$ cat config.mk
export PLATFORM = sky130hd
export DESIGN_NAME = ddrmc_ctrl
export DESIGN_NICKNAME = d
export VERILOG_FILES = /design/src/hw/ddrmc_ctrl.v /design/src/hw/ddrmc_lane_wl.v
export VERILOG_INCLUDE_DIRS = /design/src /design/src/shared
export SDC_FILE = /design/constraint.sdc
export NUM_CORES = 1
export LEC_CHECK = 0
export ABC_AREA = 1
export BUFFER_PORTS_ARGS = -buffer_cell sky130_fd_sc_hd__buf_2
export CAP_MARGIN = 20
export CORE_ASPECT_RATIO = 0.9
export CORE_MARGIN = 5
export CORE_UTILIZATION = 40
export DETAILED_ROUTE_END_ITERATION = 10
export PLACE_DENSITY = 0.62
export SYNTH_ARGS = -nofsm -noshare
export SYNTH_HDL_FRONTEND = slang
export SYNTH_HIERARCHICAL = 1
export SYNTH_SLANG_ARGS = --single-unit
$ cat constraint.sdc
create_clock -name CLK -period 6.3 [get_ports CLK]
set_input_delay 1.26 -clock CLK [delete_from_list [all_inputs] [get_ports CLK]]
set_output_delay 1.26 -clock CLK [all_outputs]
set_load 0.05 [all_outputs]
$ cat src/shared/ddrmc_map.vh
`ifndef DDRMC_MAP_VH
`define DDRMC_MAP_VH

// register byte offsets
`define DDRMC_OFS_SPLIT     8'h48
`define DDRMC_OFS_UPDATE    8'h4c
`define DDRMC_OFS_DRIVE     8'h5c
`define DDRMC_OFS_WLCTRL    8'h60

// ahb_split_protect_ctrl fields
`define DDRMC_SPLIT_OFF_BIT 1
`define DDRMC_PROT_LSB      8
`define DDRMC_PROT_MSB      9
`define DDRMC_PROT_FORCE_BUF   2'b01
`define DDRMC_PROT_FORCE_NOBUF 2'b10

// update_interval_ctrl fields
`define DDRMC_ZQ_LSB        16
`define DDRMC_ZQ_MSB        17
`define DDRMC_ZQ_SHORT      2'b01
`define DDRMC_ZQ_LONG       2'b10
`define DDRMC_WLIV_LSB      8
`define DDRMC_WLIV_MSB      15
`define DDRMC_DLLIV_LSB     0
`define DDRMC_DLLIV_MSB     7

// phy_drive_strength fields
`define DDRMC_DRV_LSB       0
`define DDRMC_DRV_MSB       2
`define DDRMC_DRV_RESET     3'h7

// write_level_ctrl fields
`define DDRMC_WL_PASS0_BIT  24
`define DDRMC_WL_PASS1_BIT  25
`define DDRMC_WL_SW0_BIT    16
`define DDRMC_WL_SW1_BIT    17
`define DDRMC_WLO_LSB       0
`define DDRMC_WLO_MSB       7
`define DDRMC_WLO_RESET     8'h0a

// timing
`define DDRMC_CLK_PERIOD_NS 100
`define DDRMC_TXS_EXTRA_NS  10
`define DDRMC_UPDATE_UNIT   1024

`endif

$ cat src/hw/ddrmc_ctrl.v
`timescale 1ns/1ps
// Functional notes
// - override 01 forces channel 1 bufferable
// - override 10 forces channel 1 non-bufferable, 00 and 11 follow the hprot input
// - split-off bit stops channel 1 split responses
// - split-off only matters for enabled split channel
// - zq code 01 issues zqcs after self-refresh
// - zq code 10 issues zqcl after self-refresh
// - other zq codes issue no zq command
// - zq command waits trfc plus 10 ns
// - write-level recalibration every n times 1024 cycles
// - dll update every n times 1024 cycles
// - three-bit field selects phy drive impedance
// - per-lane pass bits read at 25, 24
// - bits 17, 16 pick software or hardware leveling
// - eight-bit wait from dqs to dq sample
// - write leveling only in ddr3 mode
// - leveling aligns dqs to fly-by clock skew
`include "ddrmc_map.vh"
module ddrmc_ctrl #(
	parameter TRFC_NS     = 160,
	parameter UPDATE_UNIT = `DDRMC_UPDATE_UNIT,
	parameter DW          = 7
) (
	input  wire          CLK,
	input  wire          RST,
	input  wire          CYC_I,
	input  wire          STB_I,
	input  wire          WE_I,
	input  wire [7:0]    ADR_I,
	input  wire [3:0]    SEL_I,
	input  wire [31:0]   DAT_I,
	output reg  [31:0]   DAT_O,
	output reg           ACK_O,
	input  wire          DDR3_MODE,
	input  wire          CH1_ENABLE,
	input  wire          CH1_SPLIT_CAP,
	input  wire          CH1_HPROT_BUF,
	input  wire          SR_EXIT,
	input  wire [1:0]    WL_DQ_FB,
	output reg           CH1_BUFFERABLE,
	output reg           CH1_SPLIT_EN,
	output reg           ZQCS_REQ,
	output reg           ZQCL_REQ,
	output reg           DLL_UPD_REQ,
	output reg  [2:0]    PHY_DRIVE,
	output wire [1:0]    WL_DQS_EN,
	output wire [1:0]    WL_BUSY,
	output wire [DW-1:0] LANE0_DELAY,
	output wire [DW-1:0] LANE1_DELAY
);
	localparam TXS_NS     = TRFC_NS + `DDRMC_TXS_EXTRA_NS;
	localparam TXS_CYC    = (TXS_NS + `DDRMC_CLK_PERIOD_NS - 1) / `DDRMC_CLK_PERIOD_NS;
	localparam TXS_CYC_C  = (TXS_CYC < 1) ? 1 : TXS_CYC;
	localparam UNIT_MAX   = UPDATE_UNIT - 1;

	// byte-lane merge of a wishbone write into a register word
	function [31:0] wb_merge;
		input [31:0] old;
		input [31:0] wdat;
		input [3:0]  sel;
		integer i;
		begin
			wb_merge = old;
			for (i = 0; i < 4; i = i + 1) begin
				if (sel[i]) begin
					wb_merge[i*8 +: 8] = wdat[i*8 +: 8];
				end
			end
		end
	endfunction

	// interval counter step: counts units, wraps when it reaches n
	function [8:0] iv_step;
		input [7:0] cnt;
		input [7:0] n;
		input       tick;
		begin
			if (n == 8'h00) begin
				iv_step = 9'h000;
			end else if (!tick) begin
				iv_step = {1'b0, cnt};
			end else if (cnt + 8'h01 >= n) begin
				iv_step = 9'h100;
			end else begin
				iv_step = {1'b0, cnt + 8'h01};
			end
		end
	endfunction

	reg  [1:0]  prot_ovr_r;
	reg         split_off_r;
	reg  [1:0]  zq_mode_r;
	reg  [7:0]  wl_iv_r;
	reg  [7:0]  dll_iv_r;
	reg  [2:0]  drive_r;
	reg  [1:0]  sw_scan_r;
	reg  [7:0]  wlo_r;

	reg  [31:0] split_word;
	reg  [31:0] update_word;
	reg  [31:0] drive_word;
	reg  [31:0] wlctrl_word;
	reg  [31:0] rd_nxt;
	reg         hit;

	reg  [1:0]  fb_s1_r;
	reg  [1:0]  fb_s2_r;
	reg  [1:0]  fb_s3_r;
	reg  [1:0]  fb_r;

	reg  [31:0] unit_cnt_r;
	reg         unit_tick_r;
	reg  [7:0]  wl_cnt_r;
	reg  [7:0]  dll_cnt_r;
	reg         wl_start_r;
	reg  [31:0] zq_cnt_r;
	reg         zq_wait_r;
	reg  [1:0]  zq_kind_r;

	wire        acc = CYC_I & STB_I & ~ACK_O;
	// a write lands on the edge at which the master sees ack, not at the take
	wire        wr  = CYC_I & STB_I & WE_I & ACK_O;
	wire [7:0]  word_adr = {ADR_I[7:2], 2'b00};
	wire [1:0]  lane_passed;
	wire [8:0]  wl_step  = iv_step(wl_cnt_r, wl_iv_r, unit_tick_r);
	wire [8:0]  dll_step = iv_step(dll_cnt_r, dll_iv_r, unit_tick_r);
	wire        wl_written = wr && (word_adr == `DDRMC_OFS_WLCTRL);

	always @* begin
		split_word  = 32'h00000000;
		split_word[`DDRMC_PROT_MSB:`DDRMC_PROT_LSB] = prot_ovr_r;
		split_word[`DDRMC_SPLIT_OFF_BIT] = split_off_r;
		update_word = 32'h00000000;
		update_word[`DDRMC_ZQ_MSB:`DDRMC_ZQ_LSB]       = zq_mode_r;
		update_word[`DDRMC_WLIV_MSB:`DDRMC_WLIV_LSB]   = wl_iv_r;
		update_word[`DDRMC_DLLIV_MSB:`DDRMC_DLLIV_LSB] = dll_iv_r;
		drive_word  = 32'h00000000;
		drive_word[`DDRMC_DRV_MSB:`DDRMC_DRV_LSB] = drive_r;
		wlctrl_word = 32'h00000000;
		// pass reads 0 for a lane under software scan
		wlctrl_word[`DDRMC_WL_PASS0_BIT] = lane_passed[0] & ~sw_scan_r[0];
		wlctrl_word[`DDRMC_WL_PASS1_BIT] = lane_passed[1] & ~sw_scan_r[1];
		wlctrl_word[`DDRMC_WL_SW0_BIT]   = sw_scan_r[0];
		wlctrl_word[`DDRMC_WL_SW1_BIT]   = sw_scan_r[1];
		wlctrl_word[`DDRMC_WLO_MSB:`DDRMC_WLO_LSB] = wlo_r;
		hit    = 1'b1;
		if (word_adr == `DDRMC_OFS_SPLIT) begin
			rd_nxt = split_word;
		end else if (word_adr == `DDRMC_OFS_UPDATE) begin
			rd_nxt = update_word;
		end else if (word_adr == `DDRMC_OFS_DRIVE) begin
			rd_nxt = drive_word;
		end else if (word_adr == `DDRMC_OFS_WLCTRL) begin
			rd_nxt = wlctrl_word;
		end else begin
			rd_nxt = 32'h00000000;
			hit    = 1'b0;
		end
	end

	// wishbone slave: ack one cycle after the request, unmapped reads 0
	always @(posedge CLK) begin
		if (RST) begin
			ACK_O <= 1'b0;
			DAT_O <= 32'h00000000;
		end else begin
			ACK_O <= acc;
			if (acc && !WE_I) begin
				DAT_O <= hit ? rd_nxt : 32'h00000000;
			end
		end
	end

	reg [31:0] m_split;
	reg [31:0] m_update;
	reg [31:0] m_drive;
	reg [31:0] m_wl;

	always @* begin
		m_split  = wb_merge(split_word, DAT_I, SEL_I);
		m_update = wb_merge(update_word, DAT_I, SEL_I);
		m_drive  = wb_merge(drive_word, DAT_I, SEL_I);
		m_wl     = wb_merge(wlctrl_word, DAT_I, SEL_I);
	end

	always @(posedge CLK) begin
		if (RST) begin
			prot_ovr_r  <= 2'b00;
			split_off_r <= 1'b0;
			zq_mode_r   <= 2'b00;
			wl_iv_r     <= 8'h00;
			dll_iv_r    <= 8'h00;
			drive_r     <= `DDRMC_DRV_RESET;
			sw_scan_r   <= 2'b00;
			wlo_r       <= `DDRMC_WLO_RESET;
		end else if (wr) begin
			if (word_adr == `DDRMC_OFS_SPLIT) begin
				prot_ovr_r  <= m_split[`DDRMC_PROT_MSB:`DDRMC_PROT_LSB];
				split_off_r <= m_split[`DDRMC_SPLIT_OFF_BIT];
			end else if (word_adr == `DDRMC_OFS_UPDATE) begin
				zq_mode_r <= m_update[`DDRMC_ZQ_MSB:`DDRMC_ZQ_LSB];
				wl_iv_r   <= m_update[`DDRMC_WLIV_MSB:`DDRMC_WLIV_LSB];
				dll_iv_r  <= m_update[`DDRMC_DLLIV_MSB:`DDRMC_DLLIV_LSB];
			end else if (word_adr == `DDRMC_OFS_DRIVE) begin
				drive_r <= m_drive[`DDRMC_DRV_MSB:`DDRMC_DRV_LSB];
			end else if (word_adr == `DDRMC_OFS_WLCTRL) begin
				sw_scan_r[0] <= m_wl[`DDRMC_WL_SW0_BIT];
				sw_scan_r[1] <= m_wl[`DDRMC_WL_SW1_BIT];
				wlo_r        <= m_wl[`DDRMC_WLO_MSB:`DDRMC_WLO_LSB];
			end
		end
	end

	// channel 1 protection and split control
	always @(posedge CLK) begin
		if (RST) begin
			CH1_BUFFERABLE <= 1'b0;
			CH1_SPLIT_EN   <= 1'b0;
			PHY_DRIVE      <= `DDRMC_DRV_RESET;
		end else begin
			if (prot_ovr_r == `DDRMC_PROT_FORCE_BUF) begin
				CH1_BUFFERABLE <= 1'b1;
			end else if (prot_ovr_r == `DDRMC_PROT_FORCE_NOBUF) begin
				CH1_BUFFERABLE <= 1'b0;
			end else begin
				CH1_BUFFERABLE <= CH1_HPROT_BUF;
			end
			CH1_SPLIT_EN <= CH1_ENABLE & CH1_SPLIT_CAP & ~split_off_r;
			PHY_DRIVE    <= drive_r;
		end
	end

	// dq feedback from the dram: three stages, accept when stages 2 and 3 agree
	always @(posedge CLK) begin
		if (RST) begin
			fb_s1_r <= 2'b00;
			fb_s2_r <= 2'b00;
			fb_s3_r <= 2'b00;
			fb_r    <= 2'b00;
		end else begin
			fb_s1_r <= WL_DQ_FB;
			fb_s2_r <= fb_s1_r;
			fb_s3_r <= fb_s2_r;
			if (fb_s2_r[0] == fb_s3_r[0]) begin
				fb_r[0] <= fb_s3_r[0];
			end
			if (fb_s2_r[1] == fb_s3_r[1]) begin
				fb_r[1] <= fb_s3_r[1];
			end
		end
	end

	// 1024-cycle unit prescaler and the two interval counters
	always @(posedge CLK) begin
		if (RST) begin
			unit_cnt_r  <= 32'h00000000;
			unit_tick_r <= 1'b0;
			wl_cnt_r    <= 8'h00;
			dll_cnt_r   <= 8'h00;
			wl_start_r  <= 1'b0;
			DLL_UPD_REQ <= 1'b0;
		end else begin
			if (unit_cnt_r == UNIT_MAX) begin
				unit_cnt_r  <= 32'h00000000;
				unit_tick_r <= 1'b1;
			end else begin
				unit_cnt_r  <= unit_cnt_r + 32'h00000001;
				unit_tick_r <= 1'b0;
			end
			wl_cnt_r    <= wl_step[7:0];
			dll_cnt_r   <= dll_step[7:0];
			DLL_UPD_REQ <= dll_step[8];
			// in ddr3 mode a write to the leveling register also starts a scan
			wl_start_r  <= DDR3_MODE & (wl_step[8] | wl_written);
		end
	end

	// zq calibration after self-refresh exit, held off until txs
	always @(posedge CLK) begin
		if (RST) begin
			zq_cnt_r  <= 32'h00000000;
			zq_wait_r <= 1'b0;
			zq_kind_r <= 2'b00;
			ZQCS_REQ  <= 1'b0;
			ZQCL_REQ  <= 1'b0;
		end else begin
			ZQCS_REQ <= 1'b0;
			ZQCL_REQ <= 1'b0;
			if (SR_EXIT && (zq_mode_r == `DDRMC_ZQ_SHORT || zq_mode_r == `DDRMC_ZQ_LONG)) begin
				zq_wait_r <= 1'b1;
				zq_kind_r <= zq_mode_r;
				zq_cnt_r  <= TXS_CYC_C;
			end else if (zq_wait_r) begin
				if (zq_cnt_r == 32'h00000001) begin
					zq_wait_r <= 1'b0;
					ZQCS_REQ  <= (zq_kind_r == `DDRMC_ZQ_SHORT);
					ZQCL_REQ  <= (zq_kind_r == `DDRMC_ZQ_LONG);
				end else begin
					zq_cnt_r <= zq_cnt_r - 32'h00000001;
				end
			end
		end
	end

	// per-lane hardware scan; a lane under software scan stays idle
	ddrmc_lane_wl #(
		.DW (DW)
	) u_lane0 (
		.clk        (CLK),
		.rst        (RST),
		.start      (wl_start_r),
		.enable     (~sw_scan_r[0] & DDR3_MODE),
		.sample_dly (wlo_r),
		.dq_fb      (fb_r[0]),
		.busy_r     (WL_BUSY[0]),
		.dqs_en_r   (WL_DQS_EN[0]),
		.delay_r    (LANE0_DELAY),
		.passed_r   (lane_passed[0])
	);

	ddrmc_lane_wl #(
		.DW (DW)
	) u_lane1 (
		.clk        (CLK),
		.rst        (RST),
		.start      (wl_start_r),
		.enable     (~sw_scan_r[1] & DDR3_MODE),
		.sample_dly (wlo_r),
		.dq_fb      (fb_r[1]),
		.busy_r     (WL_BUSY[1]),
		.dqs_en_r   (WL_DQS_EN[1]),
		.delay_r    (LANE1_DELAY),
		.passed_r   (lane_passed[1])
	);
endmodule

$ cat src/hw/ddrmc_lane_wl.v
`timescale 1ns/1ps
// one byte lane of the hardware write-leveling scan
module ddrmc_lane_wl #(
	parameter DW = 7
) (
	input  wire          clk,
	input  wire          rst,
	input  wire          start,
	input  wire          enable,
	input  wire [7:0]    sample_dly,
	input  wire          dq_fb,
	output reg           busy_r,
	output reg           dqs_en_r,
	output reg  [DW-1:0] delay_r,
	output reg           passed_r
);
	localparam S_IDLE = 2'd0;
	localparam S_SET  = 2'd1;
	localparam S_WAIT = 2'd2;

	reg [1:0] state_r;
	reg [7:0] cnt_r;
	reg       seen_low_r;

	always @(posedge clk) begin
		if (rst) begin
			state_r    <= S_IDLE;
			cnt_r      <= 8'h00;
			seen_low_r <= 1'b0;
			busy_r     <= 1'b0;
			dqs_en_r   <= 1'b0;
			delay_r    <= {DW{1'b0}};
			passed_r   <= 1'b0;
		end else begin
			case (state_r)
			S_IDLE: begin
				if (start) begin
					passed_r <= 1'b0;
					if (enable) begin
						state_r    <= S_SET;
						busy_r     <= 1'b1;
						delay_r    <= {DW{1'b0}};
						seen_low_r <= 1'b0;
					end
				end
			end
			S_SET: begin
				// dqs pulse at the current delay; dq sampled after the set wait
				dqs_en_r <= 1'b1;
				cnt_r    <= (sample_dly == 8'h00) ? 8'h01 : sample_dly;
				state_r  <= S_WAIT;
			end
			S_WAIT: begin
				if (cnt_r == 8'h01) begin
					dqs_en_r <= 1'b0;
					if (dq_fb && seen_low_r) begin
						passed_r <= 1'b1;
						busy_r   <= 1'b0;
						state_r  <= S_IDLE;
					end else if (delay_r == {DW{1'b1}}) begin
						busy_r  <= 1'b0;
						state_r <= S_IDLE;
					end else begin
						seen_low_r <= seen_low_r | ~dq_fb;
						delay_r    <= delay_r + {{(DW-1){1'b0}}, 1'b1};
						state_r    <= S_SET;
					end
				end else begin
					cnt_r <= cnt_r - 8'h01;
				end
			end
			default: state_r <= S_IDLE;
			endcase
		end
	end
endmodule

After elaboration in Yosys (flattened, before gate mapping)
Cells that the tools add are included.
W data, S select, Z words.
Storage, ports and cells
  flip-flop bits (word level): 210
  input bits: 56
  output and inout port bits: 59
  word-level logic and storage cells: 250
Cells by class
  $add $sub $neg: 8
  $lt $le $gt $ge: 2
  eq/ne operators: 39
  muxes and demuxes: 86
  bitwise logic cells: 26
  reduce and logical (&&, ||, !) cells: 45
Operators with widths (count)
  $mux W26: 4
  $mux W7: 10
  $mux W1: 39
  $mux W9: 4
  $add A32 B1 Y32 const B: 1
  $eq A32 B1 Y1 const B: 1
  $eq A32 B10 Y1 const B: 1
  $mux W32: 1
  $pmux W8 S2: 2
  $sub A32 B1 Y32 const B: 1
  $pmux W7 S2: 2
  $eq A6 B5 Y1 const B: 4
  $logic_not A8 Y1: 3
  $mux W8: 3
  $reduce_and A6 Y1: 4
  $mux W2: 11
  $reduce_and A4 Y1: 5
  $ne A2 B2 Y1 const B: 9
  $add A8 B1 Y8 const B: 2
  $eq A8 B1 Y1 const B: 2
  $ge A8 B8 Y1: 2
  $pmux W1 S2: 8
  $sub A8 B1 Y8 const B: 2
  $reduce_and A5 Y1: 3
  other kinds (21): 82

Logic depth before layout (Yosys ltp)
Gate-level depths: netlist of the first run.
  depth after elaboration: 7
  depth in mapped cells: 15
  mapped depth without buffers: 15

Cells and area by module
The synthesis of the first run kept the hierarchy.
Modules (own cells, without submodules)
  ddrmc_ctrl: times used 1, cells an instance 1201, area an instance 8005.2 sq um, sequential area each 3123.0 sq um
  ddrmc_lane_wl: times used 2, cells an instance 206, area an instance 1435.1 sq um, sequential area each 420.4 sq um

Least setup slack after synthesis of the first run
Ideal clock, no wire load.
  path kind: input-to-reg
  start point: in ADR_I[5]
  end point: reg dll_iv_r[1]
  setup time: 0.128 ns
  arrival: 2.257 ns
  required time: 6.172 ns
  setup slack: 3.915 ns
  stages: 9
  path buffers: 1
  path through: inv_1 nand2_1 nor2_1 nand2_1 nor2_1 nand2_1 clkbuf_1 o21ai_0 a21oi_1
Between the ends
  cells in the longest elaborated chain, start to end: 3
  elaborated cells between the ends (all ways): 4
  classes of those cells: eq/ne (2); bitwise (1); reduce/logical (1)
Ends and longest elaborated chain
  from (decl): RTL line ddrmc_ctrl.v:30  | input wire [7:0] ADR_I,
  $eq A6 B5 Y1 (no line)
  $not A1 Y1 (no line)
  $reduce_and A4 Y1 (no line) *
  to (signal assigned): RTL line ddrmc_ctrl.v:204  | dll_iv_r <= m_update[`DDRMC_DLLIV_MSB:`DDRMC_DLLIV_LSB];
  to (decl): RTL line ddrmc_ctrl.v:95  | reg [7:0] dll_iv_r;
Mark *: on every way between the ends. The rest lies on a longest branch, timed or not.
A chain may end at the register's enable or synchronous reset.

Final worst setup path of the first run
  start point: in ADR_I[5]
  end point: reg wl_iv_r[6]
Between the ends
  cells in the longest elaborated chain, start to end: 3
  elaborated cells between the ends (all ways): 4
  classes of those cells: eq/ne (2); bitwise (1); reduce/logical (1)
Ends and longest elaborated chain
  $eq A6 B5 Y1 (no line)
  $not A1 Y1 (no line)
  $reduce_and A4 Y1 (no line) *
  to (signal assigned): RTL line ddrmc_ctrl.v:203  | wl_iv_r <= m_update[`DDRMC_WLIV_MSB:`DDRMC_WLIV_LSB];
  to (decl): RTL line ddrmc_ctrl.v:94  | reg [7:0] wl_iv_r;
Marked as above.

==> results of run 1 <==
sequential cells by signal, indices dropped and copies added (netlist names), 8 cells and up:
name,flops
unit_cnt_r,32
DAT_O,20
u_lane1/cnt_r,8
dll_cnt_r,8
dll_iv_r,8
wlo_r,8
zq_cnt_r,32
wl_iv_r,8
wl_cnt_r,8
u_lane0/cnt_r,8
final cells by class:
type	instances	share of cell area, %
Clock buffer	18	3.66
Sequential cell	198	33.0
Inverter	196	6.25
Tap cell	354	3.69
Clock inverter	14	0.937
Multi-Input combinational cell	1178	48.8
Timing Repair Buffer	88	3.73
cells by family after synthesis:
| logic type | after synthesis | synth area share, % |
|---|---|---|
| adders and majority gates | 27 | 3.11 |
| muxes | 2 | 0.184 |
| DFF | 198 | 36.4 |
| AOI/OAI and AO/OA | 215 | 10.7 |
| and+or+nand+nor | 882 | 36.2 |
| other | 1 | 0.0345 |
| buffers and inverters | 248 | 10.1 |
| xor gates and xnor gates | 40 | 3.22 |
worst paths after layout:
| check | start | endpoint | slack (ns) | cells after the start |
|---|---|---|---|---|
| worst max-delay path | ADR_I[5] | wl_iv_r[6] | 3.51 | 9 |
| worst min register to register | fb_s1_r[0] | fb_s2_r[0] | 0.40 | 2 |
| worst min-delay path | fb_s1_r[0] | fb_s2_r[0] | 0.40 | 2 |
| worst max register to register | unit_cnt_r[0] | unit_cnt_r[26] | 3.67 | 10 |
critical path, delay by kind of cell:
kind,cells,cell delay [ns]
AND/OR/NAND/NOR,4,0.99
buffers and inverters,3,0.59
AO/OA/AOI/OAI,2,0.31
report_power, final:
part	internal, W	total, W	switching (W)	leakage (nW)
combinational	0.0000181	0.0000827	0.0000646	3.34
clock	0.000528	0.00105	0.000526	0.279
sequential	0.00125	0.00126	0.00000226	1.60
total	0.00180	0.00239	0.000593	5.21
synth_stat cells (2+ instances only):
library cell	number
nor4_1	3
nand2_8	2
nand2_4	4
inv_2	13
buf_6	8
inv_1	179
o211ai_1	4
nand3_2	13
nor3_1	21
a21oi_2	14
nand2_1	428
nand3_1	87
nor3b_2	2
clkinv_1	2
ha_1	27
nor2_1	237
buf_1	2
xnor2_1	14
nand2_2	7
mux2i_1	2
o22ai_1	4
or2_0	2
o21ai_0	81
nor2_2	12
nand3_4	2
nand3b_4	2
nor2_8	2
buf_4	14
buf_2	8
clkbuf_1	18
o21ai_1	3
o21a_1	3
xor2_1	26
nand4_1	48
buf_12	2
dfxtp_1	198
inv_8	2
a21oi_1	105
nor2_4	5
per-layer routing:
layer / GRT usage [%] / up-vias / wire (um)
li1: - / 5275 / -
met1: 24.9 / 4551 / 13600
met2: 28.4 / 195 / 12000
met3: 2.86 / 32 / 1150
met4: 4.56 / 0 / 388
met5: 0 / - / 0
metrics by stage:
stage               power [W]  std cells  hold WS, ns  area (sq um)
finish                0.00239       2046        0.401         12000
global route          0.00248       2046        0.437         12000
CTS                   0.00242       2046        0.404         12000
detailed placement    0.00137       2014        0.393         11500
global placement      0.00137       2014        0.392         11500
floorplan             0.00135       1624        0.388         10900
==> flow_summary.toml, run 1 <==
[timing]
tns_ns = 0
finClkSkew_ns = 0.0149
period_share_pct = 44.4
setup_violations = 0
fmax_mhz = 358
relSlewSlack_pct = 32.4
final-hold-violation-count = 0
maxSlewViolCount = 0
tightest_slew_ns = 1.01
rsz0062_at_grt = "no"
fin_ws_ns = 3.51
post-route-min-period_ns = 2.79

[detailed_routing]
antenna_left = 0
wl_per_cell_um = 13.3
num_vias = 10100
drtIter0Drc = 615
drc = 0
vias_per_cell = 4.91
drt_wl_total_um = 27200
drt-pass1-iter-count = 5

[die]
ios = 115
die_y_um = 166
die_area_sq_mm = 0.0306
rows = 57
core-area_sq_mm = 0.0269
die_w_um = 184
initial_core_util_pct = 40.4

[run_status]
status = "finished, final reports clean"

[synthesis]
yosys_warnings = 6
syn_area_sq_mm = 0.0109
async_reset_ff_share_pct = 0
synth_top_area_share_pct = 36.4
syn_inst = 1613
synth_cell_types = 46
yosys.area.top_type = "dfxtp_1"
yosys-top-cells-area = "dfxtp_1 (36%), nand2_1 (15%), nor2_1 (8.2%), inv_1 (6.2%), a21oi_1 (4.8%)"
synth.avg_cell_area_sq_um = 6.74
seq_area_frac_synth_pct = 36.4
ys.flop_type = "dfxtp_1"
ys_ff_latch = 198
synth_edf_count = 0

[worst_setup_path]
cp_cell_sequence = "buf_2, inv_1, nand2_1, nor2_1, nand2_1, clkinv_1, nand2_1, o21ai_0, a21oi_1"
crit_arrival_ns = 3.16
cpMaxStageDelayCell = "nand2_1"
path_class = "in2reg"
start_kind = "primary input"
crit_fanout = 16
crit_top_cell = "nand2_1"
cp_slowest_stage_delay_ns = 0.48
cp.required_ns = 6.67
end_kind = "flip-flop"

[placed_design]
pre_cts_ws_ns = 3.08
gp_congestion = 0.903
hpwl_um = 20200
portBuffers = 85

[layout]
final_util_pct = 44.7
diodes = 0
drive_above_1_share_pct = 12.1
final_common_cell = "nand2_1"
finalNetCount = 1762
fillerInstances = 2777
seq_area_sq_mm = 0.00396
area_growth_pct = 10.5
final_cell_mix = "nand2_1 (428), nor2_1 (237), dfxtp_1 (198)"
multi_input_area_sq_mm = 0.00586

[clocking]
cts_hold_buf = 0
cts_setup_buffers = 0
cts_buffer_depth = 2
cts_resized = 0
h-tree-depth = 4
cts_buffers = 17
cts_num_sinks = 198
path_clk_slew_ns = 0.08
cts_tree = "built"
clk_latency_ns = 0.44
root_buffer = "clkbuf_16"

[global_routing]
overflow = 0
grt_pass1_wl_um = 45500
grt_use_total_pct = 17.7
grt_pass1_vias = 9274
antenna_found_initial = 0
grt_max_degree = 40

[min_path]
hp-class = "reg2reg"

[pwr]
p_per_area_mw_per_mm2 = 199
leakagePower_nw = 5.21
max-vdd-ir-drop_v = 0.000206

[job]
cap_violations = 0
Power figures use the tool's default switching activity.
==> run 2: changes to the inputs <==
ABC_AREA = 0   (was 1)
PLACE_DENSITY = 0.65   (was 0.62)
clock period = 2.5 ns   (was 6.3 ns; I/O delays follow)
==> flow_summary.toml, run 2 <==
[pwr]
p_seq_share_pct = 50.1
max-vdd-ir-drop_v = 0.000480
clock_power_share_pct = 46.5
intPower_w = 0.00486
swShare_pct = 23.1
leakagePower_nw = 4.55
p_per_area_mw_per_mm2 = 554
p_sw_w = 0.00146
p_comb_share_pct = 3.3

[worst_setup_path]
reg2reg_to = "wl_start_r"
timing.rr.start = "wl_cnt_r[0]"
rrSetupSlack_ns = 0.13
crit_arrival_ns = 2.69
path_class = "reg2reg"
cp.required_ns = 2.82
crit_fanout = 4
worst-r2r-cell-count = 10
end_kind = "flip-flop"
start_kind = "flip-flop"

[placed_design]
pre_cts_ws_ns = -0.104
place_inst = 1501
gp_congestion = 0.856
hpwl_um = 17400
portBuffers = 85

[layout]
finalNetCount = 1299
stdcell_count = 1538
final_cell_mix = "dfxtp_1 (196), nor2_1 (134), buf_2 (84)"
multi_input_area_sq_mm = 0.00544
largestRegisters = "unit_cnt_r x32, zq_cnt_r x32, DAT_O x20"
drive_above_1_share_pct = 18.4
seq_area_sq_mm = 0.00397
area_growth_pct = 17.6
final_common_cell = "dfxtp_1"
final_util_pct = 47.4
fillerInstances = 2318

[job]
cap_violations = 0

[synthesis]
synth_top_area_share_pct = 40.9
ys_ff_latch = 198
seq_area_frac_synth_pct = 40.9
yosys-top-cells-count = "dfxtp_1 (198), nor2_1 (135), nand2_1 (74)"
yosys-top-cells-area = "dfxtp_1 (41%), nor2_1 (5.2%), ha_1 (3.5%), mux2i_1 (3.0%), nand3_1 (3.0%)"
synth_most_common_cell = "dfxtp_1"
synth_edf_count = 0
yosys.area.top_type = "dfxtp_1"
syn_inst = 1099
synth.avg_cell_area_sq_um = 8.82
async_reset_ff_share_pct = 0
syn_area_sq_mm = 0.00969
ys.flop_type = "dfxtp_1"
synth_cell_types = 81
yosys_warnings = 6

[clocking]
h-tree-depth = 4
path_clk_slew_ns = 0.07
cts_hold_buf = 0
cts_num_sinks = 198
cts_tree = "built"
clk_latency_ns = 0.44
cts_buffer_depth = 2
cts_buffers = 17
root_buffer = "clkbuf_16"

[global_routing]
grt_max_degree = 36
grt_use_total_pct = 17.1
grt_pass1_vias = 7819
grt_pass1_wl_um = 39100
antenna_found_initial = 5
overflow = 0

[timing]
relSlewSlack_pct = 45.0
tightest_slew_ns = 0.825
period_share_pct = 94.6
maxSlewViolCount = 0
fmax_mhz = 423
holdWs_ns = 0.272
post-route-min-period_ns = 2.37
fin_ws_ns = 0.134
finClkSkew_ns = 0.0138
final-hold-violation-count = 0
setup_violations = 0

[die]
core-area_sq_mm = 0.0241
rows = 54
die_area_sq_mm = 0.0275
ios = 115
die_y_um = 158
initial_core_util_pct = 40.3
die_w_um = 174

[run_status]
status = "finished, final reports clean"

[detailed_routing]
vias_per_cell = 5.55
wl_per_cell_um = 15.6
drt_wl_total_um = 24000
antenna_left = 0
num_vias = 8543
drc = 0
drt-pass1-iter-count = 5
drtIter0Drc = 597

[min_path]
hp-class = "in2reg"
worstHoldStart = "WL_DQ_FB[1]"
min_to = "fb_s1_r[1]"
whs_path_depth = 2
-- run 2: cell count changes in the layout (fill, tap and decap cells not counted), moves of 26 or more --
| cell | previous run | this run |
|---|---|---|
| nand2_1 | 428 | 74 |
| inv_1 | 179 | 30 |
| nor2_1 | 237 | 134 |
| o21ai_0 | 81 | 18 |
| buf_4 | 3 | 58 |
| a21oi_1 | 105 | 55 |
| nand3_1 | 87 | 58 |
| mux2i_1 | 2 | 29 |
| a211oi_1 | 0 | 26 |
-- run 2: worst max-delay path by stage --
stage | start | depth (start not counted) | end | slack (ns)
after global routing | wl_cnt_r[0] | 10 | wl_start_r | -0.02
after floorplan | dll_cnt_r[2] | 9 | DLL_UPD_REQ | 0.17
after CTS | wl_cnt_r[0] | 10 | wl_start_r | 0.008
after global placement | dll_cnt_r[4] | 8 | dll_cnt_r[5] | -0.02
final | wl_cnt_r[0] | 10 | wl_start_r | 0.13
after detailed placement | dll_cnt_r[4] | 8 | dll_cnt_r[1] | -0.10
-- run 2: cells by family after synthesis --
group,synth area share (%)
AO/OA/AOI/OAI,17.1
XOR/XNOR,5.51
adder cells (fa/ha/maj),3.49
buffers and inverters,4.35
flip-flops,40.9
multiplexers,3.23
other,0.0387
AND/OR/NAND/NOR,25.4
-- run 2: cell type report --
cell class,count,share of cell area [%]
clock inverter,13,1.65
inverter,32,1.05
clock buffer,19,3.89
antenna,1,0.0220
tap,308,3.38
multi-input combinational,825,47.7
sequential,198,34.8
timing repair buffer,142,7.51
-- run 2: timing repair --
action / 4_1_cts / 5_1_grt
endpoints found under the setup margin: 17 / 14
pin swaps: 1 / 6
gates cloned: 0 / 1
gates resized for setup: 2 / 11
buffers inserted: 1 / 2
-- run 2: metal layers --
metal,vias up,global-route usage [%],share of wire [%]
met4,6,5.01,1.5
li1,4247,-,-
met1,4075,23.3,48
met5,-,0,0.20
met2,188,27.6,45
met3,27,3.75,5.0
-- run 2: metrics by stage --
step,cell area [sq um],total power (W),TNS [ns]
floorplan,9730,0.00338,0
global placement,10700,0.00345,-0.140
detailed placement,10700,0.00345,-0.607
CTS,11300,0.00640,0
global route,11400,0.00655,-0.0209
finish,11400,0.00632,0
-- run 2: worst max-delay path, cell delays in order (launching register included) --
cell and delay [ns]:
dfxtp_2 0.35, ha_1 0.17, nand3_1 0.13, nor2_2 0.17, xor2_2 0.20, ha_1 0.28, a41o_1 0.23, a21oi_2 0.15
o31ai_4 0.11, a32o_1 0.29, and3_1 0.18
-- run 2: power by group through the flow --
| stage | registers [W] | clock network [W] | logic, W |
|---|---|---|---|
| 4_1_cts | 0.00317 | 0.00302 | 0.000211 |
| 3_3_place_gp | 0.00324 | 0 | 0.000209 |
| 2_1_floorplan | 0.00325 | 0 | 0.000132 |
| 5_1_grt | 0.00317 | 0.00315 | 0.000228 |
| 3_5_place_dp | 0.00324 | 0 | 0.000210 |
| 6_report | 0.00317 | 0.00294 | 0.000211 |
